$ cat src/pkg/rsv_pkg.sv
// Purpose: Shared constants and types for the redriver status and
//          output-level register group.
// Assumes: 8-bit registers on an 8-bit configuration port.
// Notes:   Offsets are byte addresses on the configuration port.
`default_nettype none

package rsv_pkg;

    // Register offsets
    localparam logic [7:0] RSV_OFS_CH2_LINK_STATUS = 8'h25;
    localparam logic [7:0] RSV_OFS_OUTPUT_LEVEL = 8'h32;
    localparam logic [7:0] RSV_OFS_CH1_EQ_RESULT = 8'h3b;
    localparam logic [7:0] RSV_OFS_CH2_EQ_RESULT = 8'h3c;

    // Reset values
    localparam logic [7:0] RSV_RST_CH2_LINK_STATUS = 8'h01;
    localparam logic [7:0] RSV_RST_OUTPUT_LEVEL = 8'hc0;
    localparam logic [7:0] RSV_RST_EQ_RESULT = 8'h00;

    // Field positions in the second channel link status register
    localparam int RSV_BIT_FAST_EQ_LONG = 7;
    localparam int RSV_BIT_COMPLIANCE = 3;
    localparam int RSV_BIT_ACTIVE = 2;
    localparam int RSV_BIT_LOW_POWER = 1;
    localparam int RSV_BIT_DISCONNECT = 0;

    // Field positions in the output level register
    localparam int RSV_LFPS_LSB = 6;
    localparam int RSV_CONN_LSB = 2;
    localparam int RSV_HOST_LSB = 0;
    localparam int RSV_LEVEL_W = 2;

    // Equalizer code width and channel count
    localparam int RSV_EQ_W = 4;
    localparam int RSV_NUM_CH = 2;

    // Algorithm select bit that must be zero for the fast result flag
    localparam int RSV_ALG_SEL_BIT = 0;

    // Linearity levels, 0 highest through 3 lowest
    typedef enum logic [1:0] {
        RSV_LIN_HIGHEST = 2'h0,
        RSV_LIN_SECOND = 2'h1,
        RSV_LIN_THIRD = 2'h2,
        RSV_LIN_LOWEST = 2'h3
    } rsv_level_type;

    // Link-state events of the second channel from the training logic
    typedef struct packed {
        logic compliance;     // Level: channel is in compliance mode
        logic enter_active;   // Pulse: link entered U0
        logic enter_low_pwr;  // Pulse: link entered U2 or U3
        logic enter_disc;     // Pulse: link entered Disconnect
    } rsv_link_evt_type;

    // Equalizer results of one channel from the adaptive engine
    typedef struct packed {
        logic full_done;               // Pulse: full run finished
        logic fast_applied;            // Pulse: fast run applied a code
        logic fast_long;               // Fast run chose long channel
        logic [RSV_EQ_W-1:0] code;     // Code with the pulses above
    } rsv_eq_evt_type;

    // Linearity settings handed to the transmit drivers
    typedef struct packed {
        rsv_level_type lfps;
        rsv_level_type connector;
        rsv_level_type host;
    } rsv_levels_type;

endpackage

`default_nettype wire

$ cat src/rtl/rsv_regs.sv
// Purpose: Second-channel link status, transmit output level control and
//          per-channel equalizer result registers.
// Assumes: Configuration port access is synchronous to i_sys_clk; event
//          inputs are one-cycle pulses from the training and eq engines.
// Notes:   Reads answer one cycle after the read strobe.
//          Only the level register takes writes; status and result
//          registers are loaded by hardware alone, so writes there drop.
`default_nettype none

// What this block does
// - Top status bit shows short or long eq
// - Short/long flag held zero while eq disabled
// - Bit 3 mirrors compliance mode, resets zero
// - Bit 2 set on entering U0
// - Bit 1 set on entering U2 or U3
// - Bit 0 disconnect flag, resets to one
// - Bits 7-6 pick level during LFPS
// - Level code 0 highest, 3 lowest
// - Bits 3-2 set connector output level
// - Bits 1-0 set host output level
// - Limiting mode turns bits 1-0 into swing
// - Eq result shows code after full run
// - Eq result shows code applied by fast run
// - Eq result reflects the software override
module rsv_regs (
    // Clock and reset
    input wire logic i_sys_clk,
    input wire logic i_rst_n,
    // Configuration port
    input wire logic [7:0] i_cfg_addr,
    input wire logic i_cfg_wr,
    input wire logic i_cfg_rd,
    input wire logic [7:0] i_cfg_wdata,
    output logic [7:0] o_cfg_rdata,
    output logic o_cfg_rvalid,
    output logic o_cfg_hit,
    // Eq control owned by other registers
    input wire logic i_adaptive_eq_enable,
    input wire logic [1:0] i_adaptive_eq_algorithm_select,
    input wire logic i_eq_override_enable,
    input wire logic [rsv_pkg::RSV_EQ_W-1:0] i_eq_override_value,
    // Engine events
    input wire rsv_pkg::rsv_link_evt_type i_ch2_link,
    input wire rsv_pkg::rsv_eq_evt_type i_ch1_eq,
    input wire rsv_pkg::rsv_eq_evt_type i_ch2_eq,
    // Transmit driver control
    input wire logic i_host_tx_limiting_enable,
    input wire logic i_lfps_active,
    output rsv_pkg::rsv_levels_type o_levels,
    output logic [3:0] o_connector_level_onehot,
    output logic [3:0] o_host_level_onehot,
    output logic o_host_tx_limiting,
    output logic [1:0] o_host_swing_level,
    // Status seen by the rest of the chip
    output logic [7:0] o_ch2_link_status,
    output logic [rsv_pkg::RSV_EQ_W-1:0] o_ch1_chosen_eq_code,
    output logic [rsv_pkg::RSV_EQ_W-1:0] o_ch2_chosen_eq_code
);
    import rsv_pkg::*;

    // One-hot strength of a level code; bit 3 is the highest level
    // Drivers want one select line per level, not a binary code; the
    // default arm sends any stray code to the lowest, gentlest level.
    function automatic logic [3:0] level_onehot(input logic [1:0] lvl);
        logic [3:0] oh;
        oh = 4'h0;
        case (lvl)
            RSV_LIN_HIGHEST: oh = 4'h8;
            RSV_LIN_SECOND: oh = 4'h4;
            RSV_LIN_THIRD: oh = 4'h2;
            default: oh = 4'h1;
        endcase
        return oh;
    endfunction

    // Address match used for both reads and writes
    // Hit reports writes too, so software can tell a write to a
    // read-only offset from a write to an address nobody answers.
    function automatic logic is_mapped(input logic [7:0] a);
        logic hit;
        hit = 1'b0;
        if (a == RSV_OFS_CH2_LINK_STATUS) begin
            hit = 1'b1;
        end else if (a == RSV_OFS_OUTPUT_LEVEL) begin
            hit = 1'b1;
        end else if (a == RSV_OFS_CH1_EQ_RESULT) begin
            hit = 1'b1;
        end else if (a == RSV_OFS_CH2_EQ_RESULT) begin
            hit = 1'b1;
        end
        return hit;
    endfunction

    // Status flags of the second channel
    // One flop per flag keeps each set and clear term readable
    logic fast_long_q;
    logic compliance_q;
    logic active_q;
    logic low_power_q;
    logic disc_q;
    logic fast_eq_allowed;

    // Output level register fields
    logic [1:0] lfps_lvl_q;
    logic [1:0] conn_lvl_q;
    logic [1:0] host_lvl_q;
    logic wr_level;

    // Per-channel chosen code and reported code
    // Unpacked by channel so the generate loop below can index them
    logic [RSV_EQ_W-1:0] chosen_q [RSV_NUM_CH];
    logic [RSV_EQ_W-1:0] report_q [RSV_NUM_CH];
    rsv_eq_evt_type eq_evt [RSV_NUM_CH];

    // Read path
    logic [7:0] rdata_d;
    logic [7:0] link_status;
    logic [7:0] level_reg;

    assign eq_evt[0] = i_ch1_eq;
    assign eq_evt[1] = i_ch2_eq;

    // The flag only means something with the engine on and mode x0
    // Select values with bit 0 set run a search that has no short or
    // long outcome, so the flag is masked for them.
    assign fast_eq_allowed = i_adaptive_eq_enable
        && !i_adaptive_eq_algorithm_select[RSV_ALG_SEL_BIT];

    // Short/long result of the last fast run on the second channel
    // Disable wins over a same-cycle fast result: the flag must read
    // zero while the engine is off and stay zero when it comes back
    // on, until a new fast run reports.
    always_ff @(posedge i_sys_clk or negedge i_rst_n) begin
        if (!i_rst_n) begin
            fast_long_q <= 1'b0;
        end else if (!i_adaptive_eq_enable) begin
            fast_long_q <= 1'b0;
        end else if (i_ch2_eq.fast_applied && fast_eq_allowed) begin
            fast_long_q <= i_ch2_eq.fast_long;
        end
    end

    // Compliance flag follows the training logic level
    // One flop of lag keeps the status byte registered; the level is
    // long-lived, so software never sees the delay.
    always_ff @(posedge i_sys_clk or negedge i_rst_n) begin
        if (!i_rst_n) begin
            compliance_q <= 1'b0;
        end else begin
            compliance_q <= i_ch2_link.compliance;
        end
    end

    // State flags: set on entry, dropped when another state is entered.
    // Set is tested first so a same-cycle entry is never lost.
    // Two entries in one cycle leave both flags set rather than
    // guess which came last.
    always_ff @(posedge i_sys_clk or negedge i_rst_n) begin
        if (!i_rst_n) begin
            active_q <= 1'b0;
        end else if (i_ch2_link.enter_active) begin
            active_q <= 1'b1;
        end else if (i_ch2_link.enter_low_pwr || i_ch2_link.enter_disc) begin
            active_q <= 1'b0;
        end
    end

    // One flag covers U2 and U3; software cannot tell them apart
    always_ff @(posedge i_sys_clk or negedge i_rst_n) begin
        if (!i_rst_n) begin
            low_power_q <= 1'b0;
        end else if (i_ch2_link.enter_low_pwr) begin
            low_power_q <= 1'b1;
        end else if (i_ch2_link.enter_active || i_ch2_link.enter_disc) begin
            low_power_q <= 1'b0;
        end
    end

    // Out of reset the link counts as disconnected
    always_ff @(posedge i_sys_clk or negedge i_rst_n) begin
        if (!i_rst_n) begin
            disc_q <= RSV_RST_CH2_LINK_STATUS[RSV_BIT_DISCONNECT];
        end else if (i_ch2_link.enter_disc) begin
            disc_q <= 1'b1;
        end else if (i_ch2_link.enter_active || i_ch2_link.enter_low_pwr) begin
            disc_q <= 1'b0;
        end
    end

    // Assembled status byte; reserved bits 6-4 read as zero
    // Bit 7 is masked, not cleared, so a short switch of algorithm
    // select does not lose the stored result.
    always_comb begin
        link_status = 8'h00;
        link_status[RSV_BIT_FAST_EQ_LONG] = fast_long_q && fast_eq_allowed;
        link_status[RSV_BIT_COMPLIANCE] = compliance_q;
        link_status[RSV_BIT_ACTIVE] = active_q;
        link_status[RSV_BIT_LOW_POWER] = low_power_q;
        link_status[RSV_BIT_DISCONNECT] = disc_q;
    end

    // Output level register, the only one software may write
    // Full-byte compare, so no alias of the offset can reach it
    assign wr_level = i_cfg_wr && (i_cfg_addr == RSV_OFS_OUTPUT_LEVEL);

    always_ff @(posedge i_sys_clk or negedge i_rst_n) begin
        if (!i_rst_n) begin
            lfps_lvl_q <= RSV_RST_OUTPUT_LEVEL[RSV_LFPS_LSB +: RSV_LEVEL_W];
            conn_lvl_q <= RSV_RST_OUTPUT_LEVEL[RSV_CONN_LSB +: RSV_LEVEL_W];
            host_lvl_q <= RSV_RST_OUTPUT_LEVEL[RSV_HOST_LSB +: RSV_LEVEL_W];
        end else if (wr_level) begin
            lfps_lvl_q <= i_cfg_wdata[RSV_LFPS_LSB +: RSV_LEVEL_W];
            conn_lvl_q <= i_cfg_wdata[RSV_CONN_LSB +: RSV_LEVEL_W];
            host_lvl_q <= i_cfg_wdata[RSV_HOST_LSB +: RSV_LEVEL_W];
        end
    end

    // Bits 5-4 are reserved and never stored
    // so a write of ones there cannot leak into a later read
    always_comb begin
        level_reg = 8'h00;
        level_reg[RSV_LFPS_LSB +: RSV_LEVEL_W] = lfps_lvl_q;
        level_reg[RSV_CONN_LSB +: RSV_LEVEL_W] = conn_lvl_q;
        level_reg[RSV_HOST_LSB +: RSV_LEVEL_W] = host_lvl_q;
    end

    // Per-channel equalizer result. The engine code is stored on either
    // kind of run; the override is folded in at report time so a change
    // of override shows without waiting for a new run.
    // The cost is one extra cycle before a result reaches software,
    // small beside the length of any equalizer run.
    for (genvar ch = 0; ch < RSV_NUM_CH; ch++) begin : g_eq
        always_ff @(posedge i_sys_clk or negedge i_rst_n) begin
            if (!i_rst_n) begin
                chosen_q[ch] <= RSV_RST_EQ_RESULT[RSV_EQ_W-1:0];
            end else if (eq_evt[ch].full_done) begin
                chosen_q[ch] <= eq_evt[ch].code;
            end else if (eq_evt[ch].fast_applied) begin
                chosen_q[ch] <= eq_evt[ch].code;
            end
        end

        always_ff @(posedge i_sys_clk or negedge i_rst_n) begin
            if (!i_rst_n) begin
                report_q[ch] <= RSV_RST_EQ_RESULT[RSV_EQ_W-1:0];
            end else if (i_eq_override_enable) begin
                report_q[ch] <= i_eq_override_value;
            end else begin
                report_q[ch] <= chosen_q[ch];
            end
        end
    end

    // Read decode; unmapped offsets read zero
    // Built from stored state and the live eq mask only, so a read in the cycle of a write
    // returns the value from before that write.
    always_comb begin
        rdata_d = 8'h00;
        if (i_cfg_addr == RSV_OFS_CH2_LINK_STATUS) begin
            rdata_d = link_status;
        end else if (i_cfg_addr == RSV_OFS_OUTPUT_LEVEL) begin
            rdata_d = level_reg;
        end else if (i_cfg_addr == RSV_OFS_CH1_EQ_RESULT) begin
            rdata_d = {{(8 - RSV_EQ_W){1'b0}}, report_q[0]};
        end else if (i_cfg_addr == RSV_OFS_CH2_EQ_RESULT) begin
            rdata_d = {{(8 - RSV_EQ_W){1'b0}}, report_q[1]};
        end
    end

    // Read answer one cycle after the strobe, held until the next read
    // Holding the byte lets a slow serial engine collect it late
    always_ff @(posedge i_sys_clk or negedge i_rst_n) begin
        if (!i_rst_n) begin
            o_cfg_rdata <= 8'h00;
        end else if (i_cfg_rd) begin
            o_cfg_rdata <= rdata_d;
        end
    end

    // Valid and hit pulse with the answer
    // Hit follows writes as well, one cycle after the strobe
    always_ff @(posedge i_sys_clk or negedge i_rst_n) begin
        if (!i_rst_n) begin
            o_cfg_rvalid <= 1'b0;
            o_cfg_hit <= 1'b0;
        end else begin
            o_cfg_rvalid <= i_cfg_rd;
            o_cfg_hit <= (i_cfg_rd || i_cfg_wr) && is_mapped(i_cfg_addr);
        end
    end

    // Driver settings. During LFPS both one-hot selects use the LFPS level;
    // in limiting mode the host level field is a swing, not linearity.
    // LFPS is tested first because its bursts need the LFPS level on
    // both one-hot selects, limiting or not. Registered so the analog selects
    // never see a decode glitch.
    always_ff @(posedge i_sys_clk or negedge i_rst_n) begin
        if (!i_rst_n) begin
            o_levels <= rsv_levels_type'({RSV_RST_OUTPUT_LEVEL[7:6],
                RSV_RST_OUTPUT_LEVEL[3:2], RSV_RST_OUTPUT_LEVEL[1:0]});
            o_connector_level_onehot <= 4'h8;
            o_host_level_onehot <= 4'h8;
            o_host_tx_limiting <= 1'b0;
            o_host_swing_level <= 2'h0;
        end else begin
            o_levels.lfps <= rsv_level_type'(lfps_lvl_q);
            o_levels.connector <= rsv_level_type'(conn_lvl_q);
            o_levels.host <= rsv_level_type'(host_lvl_q);
            o_connector_level_onehot <= level_onehot(
                i_lfps_active ? lfps_lvl_q : conn_lvl_q);
            if (i_lfps_active) begin
                o_host_level_onehot <= level_onehot(lfps_lvl_q);
            end else if (i_host_tx_limiting_enable) begin
                o_host_level_onehot <= 4'h0;
            end else begin
                o_host_level_onehot <= level_onehot(host_lvl_q);
            end
            o_host_tx_limiting <= i_host_tx_limiting_enable;
            o_host_swing_level <= i_host_tx_limiting_enable
                ? host_lvl_q : 2'h0;
        end
    end

    // Status copies for the rest of the chip
    // They lag the readable registers by one cycle; a consumer that
    // compares both must allow for that.
    always_ff @(posedge i_sys_clk or negedge i_rst_n) begin
        if (!i_rst_n) begin
            o_ch2_link_status <= RSV_RST_CH2_LINK_STATUS;
            o_ch1_chosen_eq_code <= RSV_RST_EQ_RESULT[RSV_EQ_W-1:0];
            o_ch2_chosen_eq_code <= RSV_RST_EQ_RESULT[RSV_EQ_W-1:0];
        end else begin
            o_ch2_link_status <= link_status;
            o_ch1_chosen_eq_code <= report_q[0];
            o_ch2_chosen_eq_code <= report_q[1];
        end
    end

endmodule

`default_nettype wire

$ cat config.mk
export PLATFORM = sky130hd
export DESIGN_NAME = rsv_regs
export DESIGN_NICKNAME = d
export VERILOG_FILES = /design/src/pkg/rsv_pkg.sv /design/src/rtl/rsv_regs.sv
export SDC_FILE = /design/constraint.sdc
export NUM_CORES = 1
export LEC_CHECK = 0
export BUFFER_PORTS_ARGS = -buffer_cell sky130_fd_sc_hd__buf_2
export CORE_ASPECT_RATIO = 1.25
export CORE_MARGIN = 2
export CORE_UTILIZATION = 40
export CTS_CLUSTER_DIAMETER = 50
export DETAILED_ROUTE_END_ITERATION = 8
export GPL_TIMING_DRIVEN = 0
export PLACE_DENSITY = 0.73
export SETUP_SLACK_MARGIN = 0.3
export SYNTH_ARGS = -nofsm -noshare
export SYNTH_HDL_FRONTEND = slang
export SYNTH_SLANG_ARGS = --single-unit
$ cat constraint.sdc
create_clock -name i_sys_clk -period 2.06 [get_ports i_sys_clk]
set_input_delay 0.412 -clock i_sys_clk [delete_from_list [all_inputs] [get_ports i_sys_clk]]
set_output_delay 0.412 -clock i_sys_clk [all_outputs]
set_load 0.005 [all_outputs]
==> metrics, run 1 <==
status=finished, final reports clean; Crit path required time=2.29 ns; DRT Wirelength=4.883 mm; Synth cell types=33; Setup Buffers After CTS=0; final std cells w/o fill=356; Routed Antenna Nets=0; max-slew violations=0; TritonCTS clock tree=done; Max VDD drop=0.3968 mV; Die H=91.16 um; crit-path max FO=8; R2R Path End=o_cfg_rdata[2]; ant diodes=0; Avg WL per Cell=13.72 um; CTS root buf=clkbuf_8; Hold/Removal Path Class=in -> async; Setup Viol. Count Final=0; Synth async-reset ratio=between 90% and 100%; clock latency on the worst-skew pair=0.34 ns; Chip Width=73.73 um; Fin. Hold Viols=0; post-CTS sizing=0; CTS buffer count=9; syn avg cell area=12.80 sq um; Reg2Reg Depth=2; Most used DFF post-synth=dfrtp_1; Syn. warnings=0; Core Region=5818 sq um; Post-Syn Instances=190; Yosys top cell by area=dfrtp_1; vias per cell=5.079; pwr dens=around 850 nW/um^2; Max clock buf depth=2; share of post-route cells with drive strength above 1=between 40% and 50%; minimum clock period=1.608 ns; I/O pin total=between 90 and 100; Placed Instances=340; top cells by area, synth=dfrtp_1 59%, dfstp_2 8.6%, mux2_2 6.5%; synthesis-stage register bit count=65; cell area after synthesis=2431 sq um; clk slew on worst S/H paths=0.07 ns; arrival time at the worst endpoint=around 1.8 ns; Slew @ Worst Pin=0.7744 ns; initial core utilization=a little over two fifths; grt ovf=0; register area share after synthesis=roughly two thirds; DIE AREA=about 6700 sq um; fin nets=333; vias in the first global route=1685; fill cell count=529; Reg2Reg Setup Slack=around 0.88 ns; H-tree levels=3; final cycle utilization of the critical path=approximately four fifths; total track usage=15.72%; row count=31; P_leak=1.561 nW; area grow syn2layout=28.62%; crit end category=register; CTS sink count=65; largest net degree at the start of global routing=66; Post-CTS Hold Fix Bufs=0; first-pass GRT wire length=~8 mm; Max Clk Rate=621.9 MHz; IO buf count=80; max_cap viols=0; Max-Slew Margin vs Limit=48.37%; Iter 0 DRT Violations=87; area fraction of the dominant cell type after synthesis=approximately three fifths; total iterations of the first detailed-routing run=4; CP startpoint kind=primary input; final setup TNS=0 ns; # DRC=0; worst r2r src=conn_lvl_q[0]; Final GP Congestion=roughly 0.86; CP Class=in -> reg; Post-synth EDFFs=0; initial antenna violation count=0; Detail Placement HPWL=3.658 mm; worst clock skew=between 0.005 and 0.006 ns; Vias=1808; RSZ-0062 raised after global routing=no
-- cells in the final DEF (no fill, tap or decap), drive strengths merged, types with 4 or more instances in the layout --
cell type  instances
buf               86
dfrtp             57
nand2             17
inv               16
o21ai             16
mux2              14
clkbuf            12
dfstp              8
nor2               7
o22ai              7
conb               5
nand3              5
o2bb2ai            4
a221oi             4
-- how the worst max path moves through the flow --
stage,from,end,slack [ns],cells past startpoint
2_1_floorplan,i_cfg_addr[0],conn_lvl_q[0],0.44,4
3_3_place_gp,i_cfg_addr[0],host_lvl_q[0],0.09,5
3_5_place_dp,i_cfg_addr[0],conn_lvl_q[1],0.09,5
4_1_cts,i_cfg_addr[0],conn_lvl_q[0],0.44,5
5_1_grt,i_cfg_addr[0],conn_lvl_q[0],0.35,5
6_report,i_cfg_addr[0],conn_lvl_q[0],0.45,5
-- state kept, by name, indices dropped and copies added (netlist names), 2 cells and up --
name / count
lfps_lvl_q: 2
o_host_swing_level: 2
conn_lvl_q: 2
o_connector_level_onehot: 4
o_levels: 6
o_ch1_chosen_eq_code: 4
o_cfg_rdata: 6
chosen_q: 8
report_q: 8
o_ch2_link_status: 5
o_host_level_onehot: 4
host_lvl_q: 2
o_ch2_chosen_eq_code: 4
-- critical path: stages --
cell	delay [ns]
buf_2	0.12
nand2b_1	0.19
nor4b_4	0.50
nand3_2	0.28
mux2_2	0.33
-- power breakdown --
group | internal (W) | total (W) | switching, W | leakage [nW]
Clock | 0.000555 | 0.00105 | 0.000490 | 0.0912
Combinational | 0.000103 | 0.000212 | 0.000108 | 0.663
Sequential | 0.00136 | 0.00140 | 0.0000399 | 0.807
-- cell families (layout without fill, tap and decap cells) --
kind of cell    count (synthesis)  count (layout)  synth area share (%)
flops                          65              65                 67.32
simple gates                   45              45                 10.45
compound gates                 39              39                 10.55
buf+inv                        25             121                 4.632
mux                            15              15                 6.897
other cells                     1               5                0.1543
-- Yosys cell counts (all sizes together) (4+ instances only) --
cell,instances
o22ai,7
dfstp,8
mux2,14
o21ai,16
dfrtp,57
nand3,5
o2bb2ai,4
a221oi,4
buf,6
nor2,7
nand2,17
inv,16
-- through the flow --
stage	utilization (%)	area [sq um]	total power (W)	worst slack [ns]	hold slack, ns
finish	53.74	3127	0.002654	0.4520	0.1583
global route	53.74	3127	0.002770	0.3476	0.1624
CTS	53.70	3124	0.002681	0.4450	0.1680
detailed placement	50.34	2929	0.001636	0.08539	0.3624
global placement	50.34	2929	0.001627	0.09479	0.3622
floorplan	-	2446	0.001501	0.4363	0.1164
-- routing by layer --
layer | global-route usage, % | up-vias | wire length (um)
met5 | 0 | - | 0
met4 | 8.939 | 0 | 124
met3 | 4.883 | 11 | 311
met2 | 25.07 | 73 | 2525
met1 | 18.28 | 887 | 1921
li1 | - | 837 | -
-- layout make-up --
type / count / area (sq um) / share of cell area, %
buffer: 9 / 52.55 / 1.681
clock buffer: 9 / 123.9 / 3.962
clock inverter: 7 / 71.32 / 2.281
inverter: 16 / 60.06 / 1.921
multi-input combinational: 104 / 696.9 / 22.29
sequential: 65 / 1637 / 52.34
tap: 66 / 82.58 / 2.641
timing repair buffer: 80 / 402.9 / 12.89
(Power assumes the default switching activity.)
==> inputs of run 2 (changes only) <==
--- a/config.mk
+++ b/config.mk
@@ -12,7 +12,7 @@
 export CTS_CLUSTER_DIAMETER = 50
 export DETAILED_ROUTE_END_ITERATION = 8
 export GPL_TIMING_DRIVEN = 0
-export PLACE_DENSITY = 0.73
+export PLACE_DENSITY = 0.76
 export SETUP_SLACK_MARGIN = 0.3
 export SYNTH_ARGS = -nofsm -noshare
 export SYNTH_HDL_FRONTEND = slang
==> constraint.sdc (replaced) <==
create_clock -name i_sys_clk -period 1.3 [get_ports i_sys_clk]
set_input_delay 0.26 -clock i_sys_clk [delete_from_list [all_inputs] [get_ports i_sys_clk]]
set_output_delay 0.26 -clock i_sys_clk [all_outputs]
set_load 0.005 [all_outputs]
==> metrics, run 2 (same netlist as run 1, synthesis figures left out) <==
Total Power=0.004429 W; initial core utilization=41.78%; clock group share of total power=between 40 and 50%; DIE AREA=6721 sq um; DRT Wirelength=between 5 and 6 mm; Internal=0.003482 W; clk slew on worst S/H paths=0.07 ns; Placement Cell Area=2974 sq um; Reg2Reg Setup Slack=~0.29 ns; largest net degree at the start of global routing=66; Final Hold Slack=approximately 0.0026 ns; share of post-route cells with drive strength above 1=50.17%; CTS buffer count=9; register share of total power=50.0%; Max-Slew Margin vs Limit=48.41%; Hold/Removal Path Class=in -> async; I/O pin total=slightly above 90; Core Region=5818 sq um; crit-path max FO=1; first-pass GRT wire length=7.866 mm; vias in the first global route=1708; Crit path buffers/inverters=1; Avg WL per Cell=13.66 um; vias per cell=~4.9; clock latency on the worst-skew pair=approximately 0.33 ns; Vias=1807; Multi-input gate area=775.7 sq um; Max VDD drop=0.7036 mV; worst clock skew=0.007331 ns; minimum clock period=1.211 ns; total iterations of the first detailed-routing run=4; most common cell after layout, fill and taps aside=buf_2; Max Clk Rate=~830 MHz; Slew @ Worst Pin=slightly below 0.8 ns; Max clock buf depth=2; CP startpoint kind=register; Worst path top cell family by delay=flip-flops; Die H=just over 90 um; Slowest Stage Delay on Critical Path=between 0.5 and 0.6 ns; Final GP Congestion=around 0.83; Top Registers=chosen_q (8), report_q (8); total track usage=15.72%; worst-path cell chain=buf_2; area grow syn2layout=38.70%; status=finished, final reports clean; TritonCTS clock tree=done; Comb power frac=9.1%; commonest non-fill, non-tap cells in the layout=74 x buf_2, 54 x dfrtp_1, 20 x buf_4; fin nets=347; ant diodes=0; initial antenna violation count=0; IO buf count=80; fill cell count=475; P_leak=1.704 nW; CTS sink count=65; # DRC=0; Reg2Reg Depth=2; Fin. Hold Viols=0; RSZ-0062 raised after global routing=yes; row count=31; Chip Width=73.73 um; CP Class=reg -> out; arrival time at the worst endpoint=0.95 ns; Detail Placement HPWL=about 3.6 mm; crit end category=output port; Storage cell area=between 1500 and 2000 sq um; switching pwr=between 0.0009 and 0.001 W; pwr dens=~1300 nW/um^2; critical path depth=1; CTS root buf=clkbuf_8; Setup Viol. Count Final=0; CP max stage cell=dfstp_2; max-slew violations=0; Routed Antenna Nets=0; final cycle utilization of the critical path=93.19%; grt ovf=0; max_cap viols=0; Sw Ratio=21.38%; post-route cell area=3372 sq um; Crit path required time=1.04 ns; Iter 0 DRT Violations=117; H-tree levels=3; final setup TNS=0 ns
-- run 2: cell types whose count changed in the layout (fill, tap and decap cells not counted), sizes merged --
cell	change
buf	+14
clkbuf	+3
clkinvlp	-3
clkinv	-2
bufinv	+1
-- run 2: worst paths after layout --
path	startpoint	end
worst min-delay path	i_rst_n	o_host_tx_limiting
worst max-delay path	o_levels[5]	o_levels[5]
min in group i_sys_clk	i_ch2_link[3]	compliance_q
max in group asynchronous	i_rst_n	conn_lvl_q[1]
worst max register to register	host_lvl_q[0]	o_cfg_rdata[0]
worst min register to register	disc_q	o_ch2_link_status[0]
-- run 2: final cells by class --
class / count / area share, %
sequential: 65 / 48.65
multi-input combinational: 104 / 23.01
timing repair buffer: 94 / 15.99
clock buffer: 12 / 4.304
tap: 66 / 2.449
clock inverter: 3 / 1.930
buffer: 9 / 1.892
inverter: 16 / 1.781
-- run 2: stage by stage --
| stage | cells | setup slack, ns | utilization [%] |
|---|---|---|---|
| floorplan | 194 | -0.1585 | - |
| global placement | 340 | -0.4605 | 51.12 |
| detailed placement | 340 | -0.4703 | 51.12 |
| CTS | 364 | 0.07483 | 56.90 |
| global route | 369 | 0.06421 | 57.96 |
| finish | 369 | 0.08858 | 57.96 |
-- run 2: per-layer routing --
metal	part of all wire, %	global-route usage (%)	up-vias	wire length, um
met1	39	17.76	861	1955
met2	53	26.71	71	2653
li1	-	-	864	-
met3	6.8	4.329	11	344
met5	0	0	-	0
met4	1.8	7.424	0	89
-- run 2: repair_timing --
| item | 4_1_cts | 5_1_grt |
|---|---|---|
| hold buffers | 0 | 0 |
| endpoints found under the setup margin | 107 | 51 |
| setup buffers | 9 | 5 |
| endpoints found under the hold margin | 0 | 0 |
| pin swaps | 6 | 1 |
| gates resized for setup | 13 | 8 |
-- run 2: power groups by stage --
| stage | sequential [W] | clock (W) | combinational [W] |
|---|---|---|---|
| global placement | 0.00225 | 0 | 0.000348 |
| CTS | 0.00221 | 0.00185 | 0.000389 |
| global route | 0.00223 | 0.00192 | 0.000452 |
| finish | 0.00221 | 0.00181 | 0.000404 |
| detailed placement | 0.00225 | 0 | 0.000358 |
| floorplan | 0.00224 | 0 | 0.000148 |
==> inputs of run 3 (changes only) <==
--- a/config.mk
+++ b/config.mk
@@ -5,15 +5,16 @@
 export SDC_FILE = /design/constraint.sdc
 export NUM_CORES = 1
 export LEC_CHECK = 0
-export BUFFER_PORTS_ARGS = -buffer_cell sky130_fd_sc_hd__buf_2
 export CORE_ASPECT_RATIO = 1.25
 export CORE_MARGIN = 2
 export CORE_UTILIZATION = 40
 export CTS_CLUSTER_DIAMETER = 50
 export DETAILED_ROUTE_END_ITERATION = 8
+export DONT_BUFFER_PORTS = 1
 export GPL_TIMING_DRIVEN = 0
-export PLACE_DENSITY = 0.76
+export PLACE_DENSITY = 0.62
 export SETUP_SLACK_MARGIN = 0.3
 export SYNTH_ARGS = -nofsm -noshare
 export SYNTH_HDL_FRONTEND = slang
 export SYNTH_SLANG_ARGS = --single-unit
+export TNS_END_PERCENT = 5
==> metrics, run 3 (same netlist as run 1, synthesis figures left out) <==
Chip Width=73.73 um; area grow syn2layout=17.86%; first-pass GRT wire length=7.424 mm; clock group share of total power=40.9%; Avg WL per Cell=16.42 um; min setup slack post-route=0.1814 ns; Final Hold Slack=-0.3802 ns; final cycle utilization of the critical path=about 86%; Max Clk Rate=893.9 MHz; row count=31; CTS buffer count=9; Internal=0.003240 W; Max clock buf depth=2; switching pwr=between 0.0008 and 0.0009 W; crit-path max FO=1; commonest non-fill, non-tap cells in the layout=56 x dfrtp_1, 16 x inv_1, 16 x nand2_1, 16 x o21ai_0, 14 x mux2_2; Post-CTS Hold Fix Bufs=6; Core Region=5818 sq um; grt ovf=0; pwr dens=1428 nW/um^2; largest net degree at the start of global routing=66; Routed Antenna Nets=0; Max VDD drop=between 0.6 and 0.7 mV; DIE AREA=6721 sq um; CP Launch Point=o_host_level_onehot[3]; status=complete, but fails checks; worst r2r src=lfps_lvl_q[0]; clk slew on worst S/H paths=0.06 ns; RSZ-0062 raised after global routing=yes; # DRC=0; initial antenna violation count=0; max_cap viols=0; final setup TNS=0 ns; crit end category=output port; P_leak=1.284 nW; CP startpoint kind=register; Final Util=49.25%; register share of total power=54.6%; Sw Ratio=20.81%; minimum clock period=between 1 and 1.5 ns; Hold/Removal Path Class=in -> async; vias per cell=5.330; Vias=~1500; violated checks=hold timing; fin nets=262; TritonCTS clock tree=done; arrival time at the worst endpoint=approximately 0.86 ns; Setup Viol. Count Final=0; Iter 0 DRT Violations=74; CTS root buf=clkbuf_8; pre-CTS setup slack=-0.4347 ns; clock latency on the worst-skew pair=0.33 ns; Comb power frac=4.5%; max-slew violations=0; vias in the first global route=1521; CTS sink count=between 60 and 70; H-tree levels=3; Final GP Congestion=roughly 0.85; initial core utilization=41.78%; Fin. Hold Viols=65; most common cell after layout, fill and taps aside=dfrtp_1; IO buf count=0; worst clock skew=~0.0037 ns; DRT Wirelength=4.679 mm; Top Registers=chosen_q (8), report_q (8); total track usage=15.08%; I/O pin total=91; Detail Placement HPWL=3.259 mm; Crit path required time=about 1.0 ns; Die H=91.16 um; ant diodes=0; share of post-route cells with drive strength above 1=25.57%; CP Class=reg -> out; total iterations of the first detailed-routing run=4
## run 3: cell types whose count changed in the layout (fill, tap and decap cells not counted), sizes merged
cell	change
buf	-91
dlygate4sd3	+6
bufinv	-1
clkbuf	+1
clkinv	+1
## run 3: through the flow
stage,cells,instance area (sq um),total power [W]
after floorplan,194,2446,0.002378
after global routing,285,2865,0.004293
after CTS,283,2801,0.004146
final,285,2865,0.004092
after global placement,260,2529,0.002425
after detailed placement,260,2529,0.002429
## run 3: what timing repair did
action | 4_1_cts | 5_1_grt
setup buffers | 1 | 2
setup endpoints to repair | 31 | 41
pin swaps | 1 | 4
endpoints found under the hold margin | 72 | 65
resized for setup | 1 | 9
## run 3: path summary, 6_finish.rpt
path,to,slack (ns),depth (start not counted)
max,o_host_level_onehot[3],0.18,0
min,o_host_swing_level[1],-0.38,0
max reg2reg,o_host_level_onehot[3],0.22,2
min reg2reg,o_ch2_link_status[0],0.38,0
max in group asynchronous,disc_q,1.49,0
min in group i_sys_clk,o_ch2_link_status[7],0.02,1
## run 3: final cells by class
type,instances,area (sq um)
tap,66,82.58
fill,535,2953
clock inverter,3,40.04
timing repair buffer,9,82.58
inverter,16,60.06
sequential,65,1638
clock buffer,13,158.9
buffer,9,52.55
multi-input combinational,104,750.7
## run 3: power groups by stage
stage	combinational (W)	sequential, W	clock, W
2_1_floorplan	0.000136	0.00224	0
3_3_place_gp	0.000154	0.00227	0
3_5_place_dp	0.000157	0.00227	0
4_1_cts	0.000176	0.00224	0.00173
5_1_grt	0.000208	0.00225	0.00183
6_report	0.000184	0.00224	0.00167
## run 3: routing by layer
metal / vias to the layer above / share of wire [%] / wire length, um / GRT usage [%]
met3: 9 / 10 / 482 / 7.991
met5: - / 0 / 0 / 0
li1: 696 / - / - / -
met2: 64 / 50 / 2318 / 23.21
met4: 0 / 2.2 / 102 / 8.182
met1: 750 / 38 / 1775 / 16.36
